==> config.mk <==
export PLATFORM = sky130hd
export DESIGN_NAME = ppl_port_modes
export DESIGN_NICKNAME = d
export VERILOG_FILES = /design/src/verilog/ppl_fifo.sv /design/src/verilog/ppl_pkg.sv /design/src/verilog/ppl_port_modes.sv
export VERILOG_INCLUDE_DIRS = /design/src /design/src/verilog
export SDC_FILE = /design/constraint.sdc
export NUM_CORES = 1
export LEC_CHECK = 0
export CAP_MARGIN = 5
export CELL_PAD_IN_SITES_DETAIL_PLACEMENT = 1
export CELL_PAD_IN_SITES_GLOBAL_PLACEMENT = 1
export CORE_AREA = 2 2 153 155
export CTS_CLUSTER_SIZE = 14
export DETAILED_ROUTE_END_ITERATION = 16
export DIE_AREA = 0 0 155 157
export DONT_BUFFER_PORTS = 1
export PLACE_DENSITY = 0.67
export SETUP_SLACK_MARGIN = 0.4
export SYNTH_ARGS = -nofsm -noshare
export SYNTH_HDL_FRONTEND = slang
export SYNTH_SLANG_ARGS = --single-unit
==> constraint.sdc <==
create_clock -name clk -period 3.5 [get_ports clk]
set_input_delay 0.175 -clock clk [delete_from_list [all_inputs] [get_ports clk]]
set_output_delay 0.175 -clock clk [all_outputs]
set_load 0.01 [all_outputs]
==> src/verilog/ppl_regs.svh <==
// register offsets, field positions, reset values and timing counts for the port-mode block
`ifndef PPL_REGS_SVH
`define PPL_REGS_SVH
// ----------------------------------------
// register byte offsets
// ----------------------------------------
`define PPL_MODE_OFS 8'h00
`define PPL_DIR_A_OFS 8'h04
`define PPL_DIR_B_OFS 8'h08
`define PPL_OUT_A_OFS 8'h0C
`define PPL_OUT_B_OFS 8'h10
`define PPL_IN_A_OFS 8'h14
`define PPL_PINS_OFS 8'h18
`define PPL_STATUS_OFS 8'h1C
`define PPL_FIFO_OFS 8'h20
// ----------------------------------------
// field positions
// ----------------------------------------
`define PPL_MODE_PERIPH_BIT 6
`define PPL_MODE_EXTERNAL_ROM_MODE_SELECT_BIT 4
`define PPL_BUSY_BIT 7
`define PPL_ST_CONFLICT_BIT 0
`define PPL_ST_FIFO_VALID_BIT 1
`define PPL_ST_FIFO_FULL_BIT 2
`define PPL_ST_OVERRUN_BIT 3
`define PPL_ST_STROBE_BIT 4
// ----------------------------------------
// reset values and timing
// ----------------------------------------
`define PPL_MODE_RESET 8'h00
`define PPL_DIR_RESET 8'h00
`define PPL_OUT_RESET 8'h00
`define PPL_CLK_DIV 4
`define PPL_STROBE_CYCLES 4
`define PPL_FIFO_DEPTH 16
`endif
==> src/verilog/ppl_fifo.sv <==
// no logic of its own: the receive fifo sits beside the port-mode logic

==> src/verilog/ppl_pkg.sv <==
// types shared by the port-mode block
package ppl_pkg;
	// ----------------------------------------
	// port function selected by the mode bits
	// ----------------------------------------
	typedef enum logic [1:0] {
		PPL_GENERAL = 2'b00,
		PPL_PERIPH = 2'b01,
		PPL_EXTERNAL_ROM_MODE_SELECT = 2'b10
	} ppl_mode_type;
	typedef logic [7:0] ppl_byte_type;
endpackage

==> src/verilog/ppl_port_modes.sv <==
// port-mode logic: peripheral host port and external speech rom link
// Overview of operation
// mode bit six selects peripheral mode
// port b bit zero is low chip enable
// port b bit one picks transfer direction
// master write strobe clears set busy latch
// reads carry seven bits, writes eight
// master floats port a during reads
// peripheral mode needs ports as inputs
// both modes together is refused
// master polls busy before writing
// write strobe latches port a pins
// firmware polls busy then strobe high
// response is data plus busy bit set
// cleared busy latch marks new command
// mode bit four selects external rom mode
// strobe pin is latch and fetch strobe
// rom clock is latch and quarter clock
// rom takes nibbles on strobe fall
// drive port a only on master read; busy bit 7 is also driven whenever dirA_reg[7] is set
// free running divide by four counter
`include "ppl_regs.svh"
module ppl_port_modes (
	input wire logic clk,
	input wire logic reset,
	// axi4-lite slave
	input wire logic [7:0] awaddr,
	input wire logic awvalid,
	output logic awready,
	input wire logic [31:0] wdata,
	input wire logic [3:0] wstrb,
	input wire logic wvalid,
	output logic wready,
	output logic [1:0] bresp,
	output logic bvalid,
	input wire logic bready,
	input wire logic [7:0] araddr,
	input wire logic arvalid,
	output logic arready,
	output logic [31:0] rdata,
	output logic [1:0] rresp,
	output logic rvalid,
	input wire logic rready,
	// port a pins
	input wire ppl_pkg::ppl_byte_type portAIn,
	output ppl_pkg::ppl_byte_type portAOut,
	output ppl_pkg::ppl_byte_type portAOe,
	// port b low pins
	input wire logic port_b_bit_zero,
	input wire logic port_b_bit_one,
	output logic portB0Out,
	output logic portB0Oe,
	output logic portB1Out,
	output logic portB1Oe,
	// rom fetch request, one pulse per nibble
	input wire logic romFetch
);
	import ppl_pkg::*;
	// ----------------------------------------
	// registers
	// ----------------------------------------
	ppl_byte_type mode_reg; // mode bits
	ppl_byte_type dirA_reg; // port a direction, 1 output
	logic [1:0] dirB_reg; // port b low direction
	ppl_byte_type outA_reg; // port a output latch
	logic [1:0] outB_reg; // port b low output latch
	ppl_byte_type inA_reg; // port a input latch
	logic overrun_reg; // fifo dropped a written byte
	logic strobeLow_reg; // delayed strobe for edges
	logic [1:0] div_reg; // quarter-rate divider
	logic [2:0] fetchCnt_reg; // hardware strobe length
	ppl_mode_type activeMode;
	logic strobeFall;
	logic hostWrite;
	logic hostRead;
	logic conflict;
	// ----------------------------------------
	// mode decode
	// ----------------------------------------
	// conflicting setting leaves the ports general
	always_comb begin
		conflict = mode_reg[`PPL_MODE_PERIPH_BIT] && mode_reg[`PPL_MODE_EXTERNAL_ROM_MODE_SELECT_BIT];
		if (conflict) begin
			activeMode = PPL_GENERAL;
		end else if (mode_reg[`PPL_MODE_PERIPH_BIT]) begin
			activeMode = PPL_PERIPH;
		end else if (mode_reg[`PPL_MODE_EXTERNAL_ROM_MODE_SELECT_BIT]) begin
			activeMode = PPL_EXTERNAL_ROM_MODE_SELECT;
		end else begin
			activeMode = PPL_GENERAL;
		end
	end
	// strobe fall and direction qualify a write, strobe low and direction a read
	assign strobeFall = !port_b_bit_zero && !strobeLow_reg;
	assign hostWrite = (activeMode == PPL_PERIPH) && strobeFall && !port_b_bit_one;
	assign hostRead = (activeMode == PPL_PERIPH) && !port_b_bit_zero && port_b_bit_one;
	// ----------------------------------------
	// received-byte fifo
	// ----------------------------------------
	logic fifoInReady;
	logic fifoOutValid;
	logic fifoPop;
	ppl_byte_type fifoOutData;
	ppl_fifo #(
		.WIDTH(8),
		.DEPTH(`PPL_FIFO_DEPTH)
	) rxFifo (
		.clk(clk),
		.reset(reset),
		.inValid(hostWrite),
		.inReady(fifoInReady),
		.inData(portAIn),
		.outValid(fifoOutValid),
		.outReady(fifoPop),
		.outData(fifoOutData)
	);
	// ----------------------------------------
	// axi4-lite write channel
	// ----------------------------------------
	// mapped-offset check shared by both channels
	function automatic logic decodeOk(input logic [7:0] addr);
		decodeOk = (addr[1:0] == 2'b00) && (addr <= `PPL_FIFO_OFS);
	endfunction
	logic awHeld_reg;
	logic wHeld_reg;
	logic [7:0] awAddr_reg;
	logic [31:0] wData_reg;
	logic [3:0] wStrb_reg;
	logic doWrite;
	assign doWrite = awHeld_reg && wHeld_reg && !bvalid;
	// address and data taken in either order
	always_ff @(posedge clk) begin
		if (reset) begin
			awHeld_reg <= 1'b0;
			wHeld_reg <= 1'b0;
			awAddr_reg <= 8'h00;
			wData_reg <= 32'h0000_0000;
			wStrb_reg <= 4'h0;
			awready <= 1'b0;
			wready <= 1'b0;
			bvalid <= 1'b0;
			bresp <= 2'b00;
		end else begin
			awready <= !awHeld_reg && !awready && awvalid;
			wready <= !wHeld_reg && !wready && wvalid;
			if (awvalid && awready) begin
				awHeld_reg <= 1'b1;
				awAddr_reg <= awaddr;
			end
			if (wvalid && wready) begin
				wHeld_reg <= 1'b1;
				wData_reg <= wdata;
				wStrb_reg <= wstrb;
			end
			if (doWrite) begin
				awHeld_reg <= 1'b0;
				wHeld_reg <= 1'b0;
				bvalid <= 1'b1;
				bresp <= decodeOk(awAddr_reg) ? 2'b00 : 2'b10;
			end else if (bvalid && bready) begin
				bvalid <= 1'b0;
			end
		end
	end
	logic wrMode;
	logic wrOutA;
	assign wrMode = doWrite && wStrb_reg[0] && (awAddr_reg == `PPL_MODE_OFS);
	assign wrOutA = doWrite && wStrb_reg[0] && (awAddr_reg == `PPL_OUT_A_OFS);
	// ----------------------------------------
	// software registers
	// ----------------------------------------
	// mode, directions and port b latch
	always_ff @(posedge clk) begin
		if (reset) begin
			mode_reg <= `PPL_MODE_RESET;
			dirA_reg <= `PPL_DIR_RESET;
			dirB_reg <= 2'b00;
			outB_reg <= 2'b00;
		end else if (doWrite && wStrb_reg[0]) begin
			if (wrMode) begin
				mode_reg <= wData_reg[7:0];
			end
			if (awAddr_reg == `PPL_DIR_A_OFS) begin
				dirA_reg <= wData_reg[7:0];
			end
			if (awAddr_reg == `PPL_DIR_B_OFS) begin
				dirB_reg <= wData_reg[1:0];
			end
			if (awAddr_reg == `PPL_OUT_B_OFS) begin
				outB_reg <= wData_reg[1:0];
			end
		end
	end
	// port a output latch; strobe clear wins over software
	always_ff @(posedge clk) begin
		if (reset) begin
			outA_reg <= `PPL_OUT_RESET;
		end else begin
			if (wrOutA) begin
				outA_reg <= wData_reg[7:0];
			end
			if (hostWrite && outA_reg[`PPL_BUSY_BIT]) begin
				outA_reg[`PPL_BUSY_BIT] <= 1'b0;
			end
		end
	end
	// input latch catches all eight pins on a master write
	always_ff @(posedge clk) begin
		if (reset) begin
			inA_reg <= 8'h00;
			overrun_reg <= 1'b0;
			strobeLow_reg <= 1'b0;
		end else begin
			strobeLow_reg <= !port_b_bit_zero;
			if (hostWrite) begin
				inA_reg <= portAIn;
			end
			if (hostWrite && !fifoInReady) begin
				overrun_reg <= 1'b1;
			end else if (doWrite && (awAddr_reg == `PPL_STATUS_OFS) && wData_reg[3]) begin
				overrun_reg <= 1'b0;
			end
		end
	end
	// ----------------------------------------
	// axi4-lite read channel
	// ----------------------------------------
	ppl_byte_type statusByte;
	assign statusByte = {3'b000, port_b_bit_zero, overrun_reg, !fifoInReady,
		fifoOutValid, conflict};
	assign fifoPop = arvalid && arready && (araddr == `PPL_FIFO_OFS);
	// register read mux, unmapped answers slverr
	always_ff @(posedge clk) begin
		if (reset) begin
			arready <= 1'b0;
			rvalid <= 1'b0;
			rdata <= 32'h0000_0000;
			rresp <= 2'b00;
		end else begin
			arready <= !arready && !rvalid && arvalid;
			if (arvalid && arready) begin
				rvalid <= 1'b1;
				rresp <= decodeOk(araddr) ? 2'b00 : 2'b10;
				unique case (araddr)
					`PPL_MODE_OFS: rdata <= {24'h000000, mode_reg};
					`PPL_DIR_A_OFS: rdata <= {24'h000000, dirA_reg};
					`PPL_DIR_B_OFS: rdata <= {30'h00000000, dirB_reg};
					`PPL_OUT_A_OFS: rdata <= {24'h000000, outA_reg};
					`PPL_OUT_B_OFS: rdata <= {30'h00000000, outB_reg};
					`PPL_IN_A_OFS: rdata <= {24'h000000, inA_reg};
					`PPL_PINS_OFS: rdata <= {22'h000000, port_b_bit_one, port_b_bit_zero,
						portAIn};
					`PPL_STATUS_OFS: rdata <= {24'h000000, statusByte};
					`PPL_FIFO_OFS: rdata <= {23'h000000, fifoOutValid, fifoOutData};
					default: rdata <= 32'h0000_0000;
				endcase
			end else if (rvalid && rready) begin
				rvalid <= 1'b0;
			end
		end
	end
	// ----------------------------------------
	// external rom clock and strobe
	// ----------------------------------------
	// free-running quarter-rate divider
	always_ff @(posedge clk) begin
		if (reset) begin
			div_reg <= 2'b00;
		end else begin
			div_reg <= div_reg + 2'b01;
		end
	end
	// hardware strobe held low for a fetch
	always_ff @(posedge clk) begin
		if (reset) begin
			fetchCnt_reg <= 3'b000;
		end else if (romFetch && (activeMode == PPL_EXTERNAL_ROM_MODE_SELECT) && (fetchCnt_reg == 3'b000)) begin
			fetchCnt_reg <= 3'(`PPL_STROBE_CYCLES);
		end else if (fetchCnt_reg != 3'b000) begin
			fetchCnt_reg <= fetchCnt_reg - 3'b001;
		end
	end
	// ----------------------------------------
	// pin drivers
	// ----------------------------------------
	// each mode arranges the pins its own way
	always_ff @(posedge clk) begin
		if (reset) begin
			portAOut <= 8'h00;
			portAOe <= 8'h00;
			portB0Out <= 1'b0;
			portB0Oe <= 1'b0;
			portB1Out <= 1'b0;
			portB1Oe <= 1'b0;
		end else begin
			portB1Out <= outB_reg[1];
			portB1Oe <= dirB_reg[1];
			unique case (activeMode)
				PPL_PERIPH: begin
					portAOut <= outA_reg;
					// busy line driven always if output, else on reads
					portAOe <= {dirA_reg[7] | hostRead, {7{hostRead}}};
					portB0Out <= 1'b0;
					portB0Oe <= 1'b0;
					portB1Oe <= 1'b0;
				end
				PPL_EXTERNAL_ROM_MODE_SELECT: begin
					portAOut <= {outA_reg[7] & !div_reg[1], outA_reg[6:0]};
					portAOe <= dirA_reg;
					portB0Out <= outB_reg[0] & (fetchCnt_reg == 3'b000);
					portB0Oe <= dirB_reg[0];
				end
				PPL_GENERAL: begin
					portAOut <= outA_reg;
					portAOe <= dirA_reg;
					portB0Out <= outB_reg[0];
					portB0Oe <= dirB_reg[0];
				end
				default: begin
					portAOut <= outA_reg;
					portAOe <= 8'h00;
					portB0Out <= 1'b0;
					portB0Oe <= 1'b0;
				end
			endcase
		end
	end
endmodule
// ----------------------------------------
// parameterised valid/ready fifo held in flip-flops
// ----------------------------------------
module ppl_fifo #(
	parameter int WIDTH = 8,
	parameter int DEPTH = 16
) (
	input wire logic clk,
	input wire logic reset,
	input wire logic inValid,
	output logic inReady,
	input wire logic [WIDTH-1:0] inData,
	output logic outValid,
	input wire logic outReady,
	output logic [WIDTH-1:0] outData
);
	localparam int AW = $clog2(DEPTH);
	logic [WIDTH-1:0] mem [DEPTH]; // storage words
	logic [AW-1:0] wrPtr_reg; // tail index
	logic [AW-1:0] rdPtr_reg; // head index
	logic [AW:0] count_reg; // occupancy, one bit wider than an index
	logic push; // word accepted this cycle
	logic pop; // word handed out this cycle
	assign push = inValid && inReady;
	assign pop = outValid && outReady;
	assign inReady = (count_reg != (AW+1)'(DEPTH));
	assign outValid = (count_reg != '0);
	assign outData = mem[rdPtr_reg];
	// storage written at the tail
	always_ff @(posedge clk) begin
		if (push) begin
			mem[wrPtr_reg] <= inData;
		end
	end
	// pointers and occupancy
	always_ff @(posedge clk) begin
		if (reset) begin
			wrPtr_reg <= '0;
			rdPtr_reg <= '0;
			count_reg <= '0;
		end else begin
			if (push) begin
				wrPtr_reg <= AW'((wrPtr_reg + 1'b1) % DEPTH);
			end
			if (pop) begin
				rdPtr_reg <= AW'((rdPtr_reg + 1'b1) % DEPTH);
			end
			count_reg <= count_reg + (AW+1)'(push) - (AW+1)'(pop);
		end
	end
endmodule

==> summary.txt <==
Cells and area
  – Layout cells sized above 1: 14.2%
  – Nets: 940
  – Finished Layout Cells: 1157
  – Largest register by flop count: rxFifo.mem
  – Inserted Diodes: 0
  – Biggest regs: rxFifo.mem: 128 flops, rdata: 10 flops
  – Area Overhead vs Synth: 15.8%
  – Max FFs per register: 128

Synth
  – Synth unique cells: 63
  – Register area share after synthesis: 61.1%
  – Cells after synthesis: 799
  – Post-Syn Area: 0.0101 sq mm
  – Post-synthesis area per instance: 12.6 sq um
  – Synth warnings: 0
  – Simple-Gate Fraction of Synth Area: 12.4%
  – Mux cell area share after synthesis: 11.7%
  – Asr flop ratio synth: 0%
  – Synth Register Bits: 244
  – Xor and xnor fraction of the mapped netlist area: 0.780%
  – Post-synth EDFFs: 128
  – Adder-cell share of the synthesized area: 2.18%
  – Largest family of logic cells by synthesized area: simple AND/OR/NAND/NOR gates
  – Top FF cell, synth: edfxtp_1
  – Synth Area in Compound Gates: 7.41%

Global route
  – Congestion Overflow GR: 0
  – First-pass GRT wire length: 40.5 mm
  – Largest net degree at the start of global routing: 116
  – Global Route Usage Sum: 21.9%
  – Antenna violations before repair: 0
  – Vias in the first global route: 6884

CTS
  – Clock Path Buffers: 3
  – H-tree Lvls: 1
  – Clock Pin Slew Worst Setup and Hold Paths: 60 ps
  – Clock sink count: 244
  – Total CTS buffers: 26
  – CTS tree: yes
  – Worst-Skew Late Latency: 530 ps
  – Clock root cell: clkbuf_16

Drt
  – DRC errors left: 0
  – Total number of vias: 6533
  – Initial drt markers: 364
  – Routed WL per cell: 22.8 um
  – Drt total wl: 26.4 mm
  – Vias/cell: 5.65
  – Remaining antenna violation count: 0
  – First drt pass iteration count: 4

Power
  – Worst VDD drop: 0.354 mV
  – Leak pwr: 3.92 nW
  – Pwr Density: 522 mW/mm^2

Worst setup path
  – Critical path arrival: 3290 ps
  – Max FO, Critical Path: 10
  – Cells along the critical path: inv_1 -> ha_1 -> or4b_4 -> nor2_4 -> ha_1 -> inv_1 -> fa_1 -> inv_1 -> a21oi_1 -> nor2_1 -> or3_1 -> a21oi_1
  – Worst Setup SP: mode_reg[4]$_SDFFE_PP0P_
  – CP endpoint kind: flop
  – Reg-to-Reg Start: mode_reg[4]$_SDFFE_PP0P_
  – Most frequent CP cell: inv_1
  – Slowest-stage cell, CP: or4b_4
  – Worst Path Required: 3890 ps
  – Kind of critical path: reg2reg
  – Worst stage delay on the critical path: 600 ps
  – CP Launch Type: flop

Place
  – Total placed cells including tap cells: 1063
  – Hpwl dp: 17.3 mm
  – # port buffers: 0
  – Gp weighted congestion: 0.786

STA
  – RSZ-0062 raised after global routing: false
  – Clock skew: 17.1 ps
  – Setup TNS: 0 ps
  – Hold Vio Cnt, Final: 0
  – # setup viols final: 0
  – Fmax: 345 MHz
  – Slew @ Worst Pin: 1110 ps
  – Fin crit share: 82.9%
  – Max Slew Vio Count: 0
  – Slew HR: 25.8%
  – Minimum clock period: 2900 ps

Min path
  – HP Class: in2reg
  – Hold_sp: awvalid

Status
  – Status: finished, final reports clean

Floorplanning
  – Die ar.: 0.0243 sq mm
  – Die extent in x: 155 um
  – I/O pin count: 131
  – Die Y: 157 um
  – Std cell rows: 55
  – Core area: 0.0225 sq mm
  – Starting Density: 44.9%

Run
  – MaxCap Viol Count: 0
## worst paths after layout
| kind | endpoint | slack [ps] | depth (start not counted) |
|---|---|---|---|
| min | awAddr_reg[0]$_SDFFE_PP0P_ | 3 | 3 |
| max | rxFifo.count_reg[4]$_SDFF_PP0_ | 600 | 12 |
| min reg2reg | div_reg[0]$_SDFF_PP0_ | 430 | 1 |
| max reg2reg | rxFifo.count_reg[4]$_SDFF_PP0_ | 600 | 12 |
## metal layers
layer | up-vias | track usage, % | wire length (um)
met3 | 41 | 5.26 | 1990
met2 | 199 | 35.6 | 12500
met1 | 3304 | 29.7 | 11400
met5 | - | 0 | 0
met4 | 0 | 5.73 | 529
li1 | 2989 | - | -
## report_power, final
part | internal, mW | switching, mW
sequential | 3.04 | 0.0298
clock | 1.68 | 1.09
combinational | 0.102 | 0.156
total | 4.82 | 1.28
## cells in the mapped netlist, types with 16 or more instances
cell type  instances  area, sq um
buf_4             28          210
ha_1              16          200
clkbuf_1          20         75.1
nor2_1            58          218
a21oi_1           64          320
mux2i_1           29          290
dfxtp_1          116         2320
mux4_2            35          788
edfxtp_1         128         3840
nor3_1            16         80.1
inv_1             16         60.1
nand2_1           96          360
## final cells by class
type	count	area (sq um)
tap	285	357
fill	2284	10800
sequential	244	6170
inverter	16	60.1
clock buffer	39	781
clock inverter	8	93.8
multi-input combinational	495	3570
timing repair buffer	70	661
## through the flow
| step | setup WS (ps) | cell area, sq um | utilization [%] | hold slack (ps) | power [mW] |
|---|---|---|---|---|---|
| final | 599 | 11700 | 52.0 | 2.64 | 6.10 |
| after global routing | 417 | 11700 | 52.0 | 34.0 | 6.29 |
| after CTS | 444 | 11700 | 51.9 | 7.57 | 6.16 |
| after detailed placement | 493 | 10300 | 45.9 | 253 | 3.30 |
| after global placement | 629 | 10300 | 45.9 | 252 | 3.27 |
| after floorplan | 983 | 10200 | - | 247 | 3.30 |
## worst max-delay path, delay by kind of cell (launching register included)
family	cells	cell delay, ps
and+or+nand+nor	4	1090
adders and majority gates	3	900
DFF	1	370
buffers and inverters	3	270
AOI/OAI and AO/OA	2	120
## repair_timing
item	in CTS	in global routing
hold endpoints to repair	244	0
gates resized for setup	0	1
hold buffers	47	0
buffers inserted	0	0
setup endpoints to repair	0	1
## kinds of logic after synthesis
| logic type | count (synthesis) |
|---|---|
| AND/OR/NAND/NOR | 250 |
| flip-flops | 244 |
| AO/OA/AOI/OAI | 122 |
| buffers and inverters | 83 |
| multiplexers | 73 |
| adder cells (fa/ha/maj) | 17 |
| XOR/XNOR | 9 |
| other | 1 |
## layout by cell type, fill, tap and decap left out, types with 4 or more instances in the layout
cell type and count:
nor2_1 58, nor4b_1 4, mux2_2 9, a31oi_1 4, o211ai_1 4, dfxtp_1 116, mux2i_1 29, ha_1 16
and2_1 7, edfxtp_1 128, dlygate4sd3_1 46, clkbuf_8 6, buf_4 23, nand3_1 13, xnor2_1 4, clkinv_2 5
mux4_2 35, xor2_1 5, a21oi_1 64, clkbuf_1 6, nand3b_1 5, conb_1 24, nor2b_1 15, inv_1 16
a32oi_1 4, o21ai_0 8, nand2b_1 13, clkbuf_16 27, nor3_1 16, o21ai_1 7, a221oi_1 4, a211oi_1 11
nand2_1 96
No activity file was read; power rests on OpenSTA's default activity.
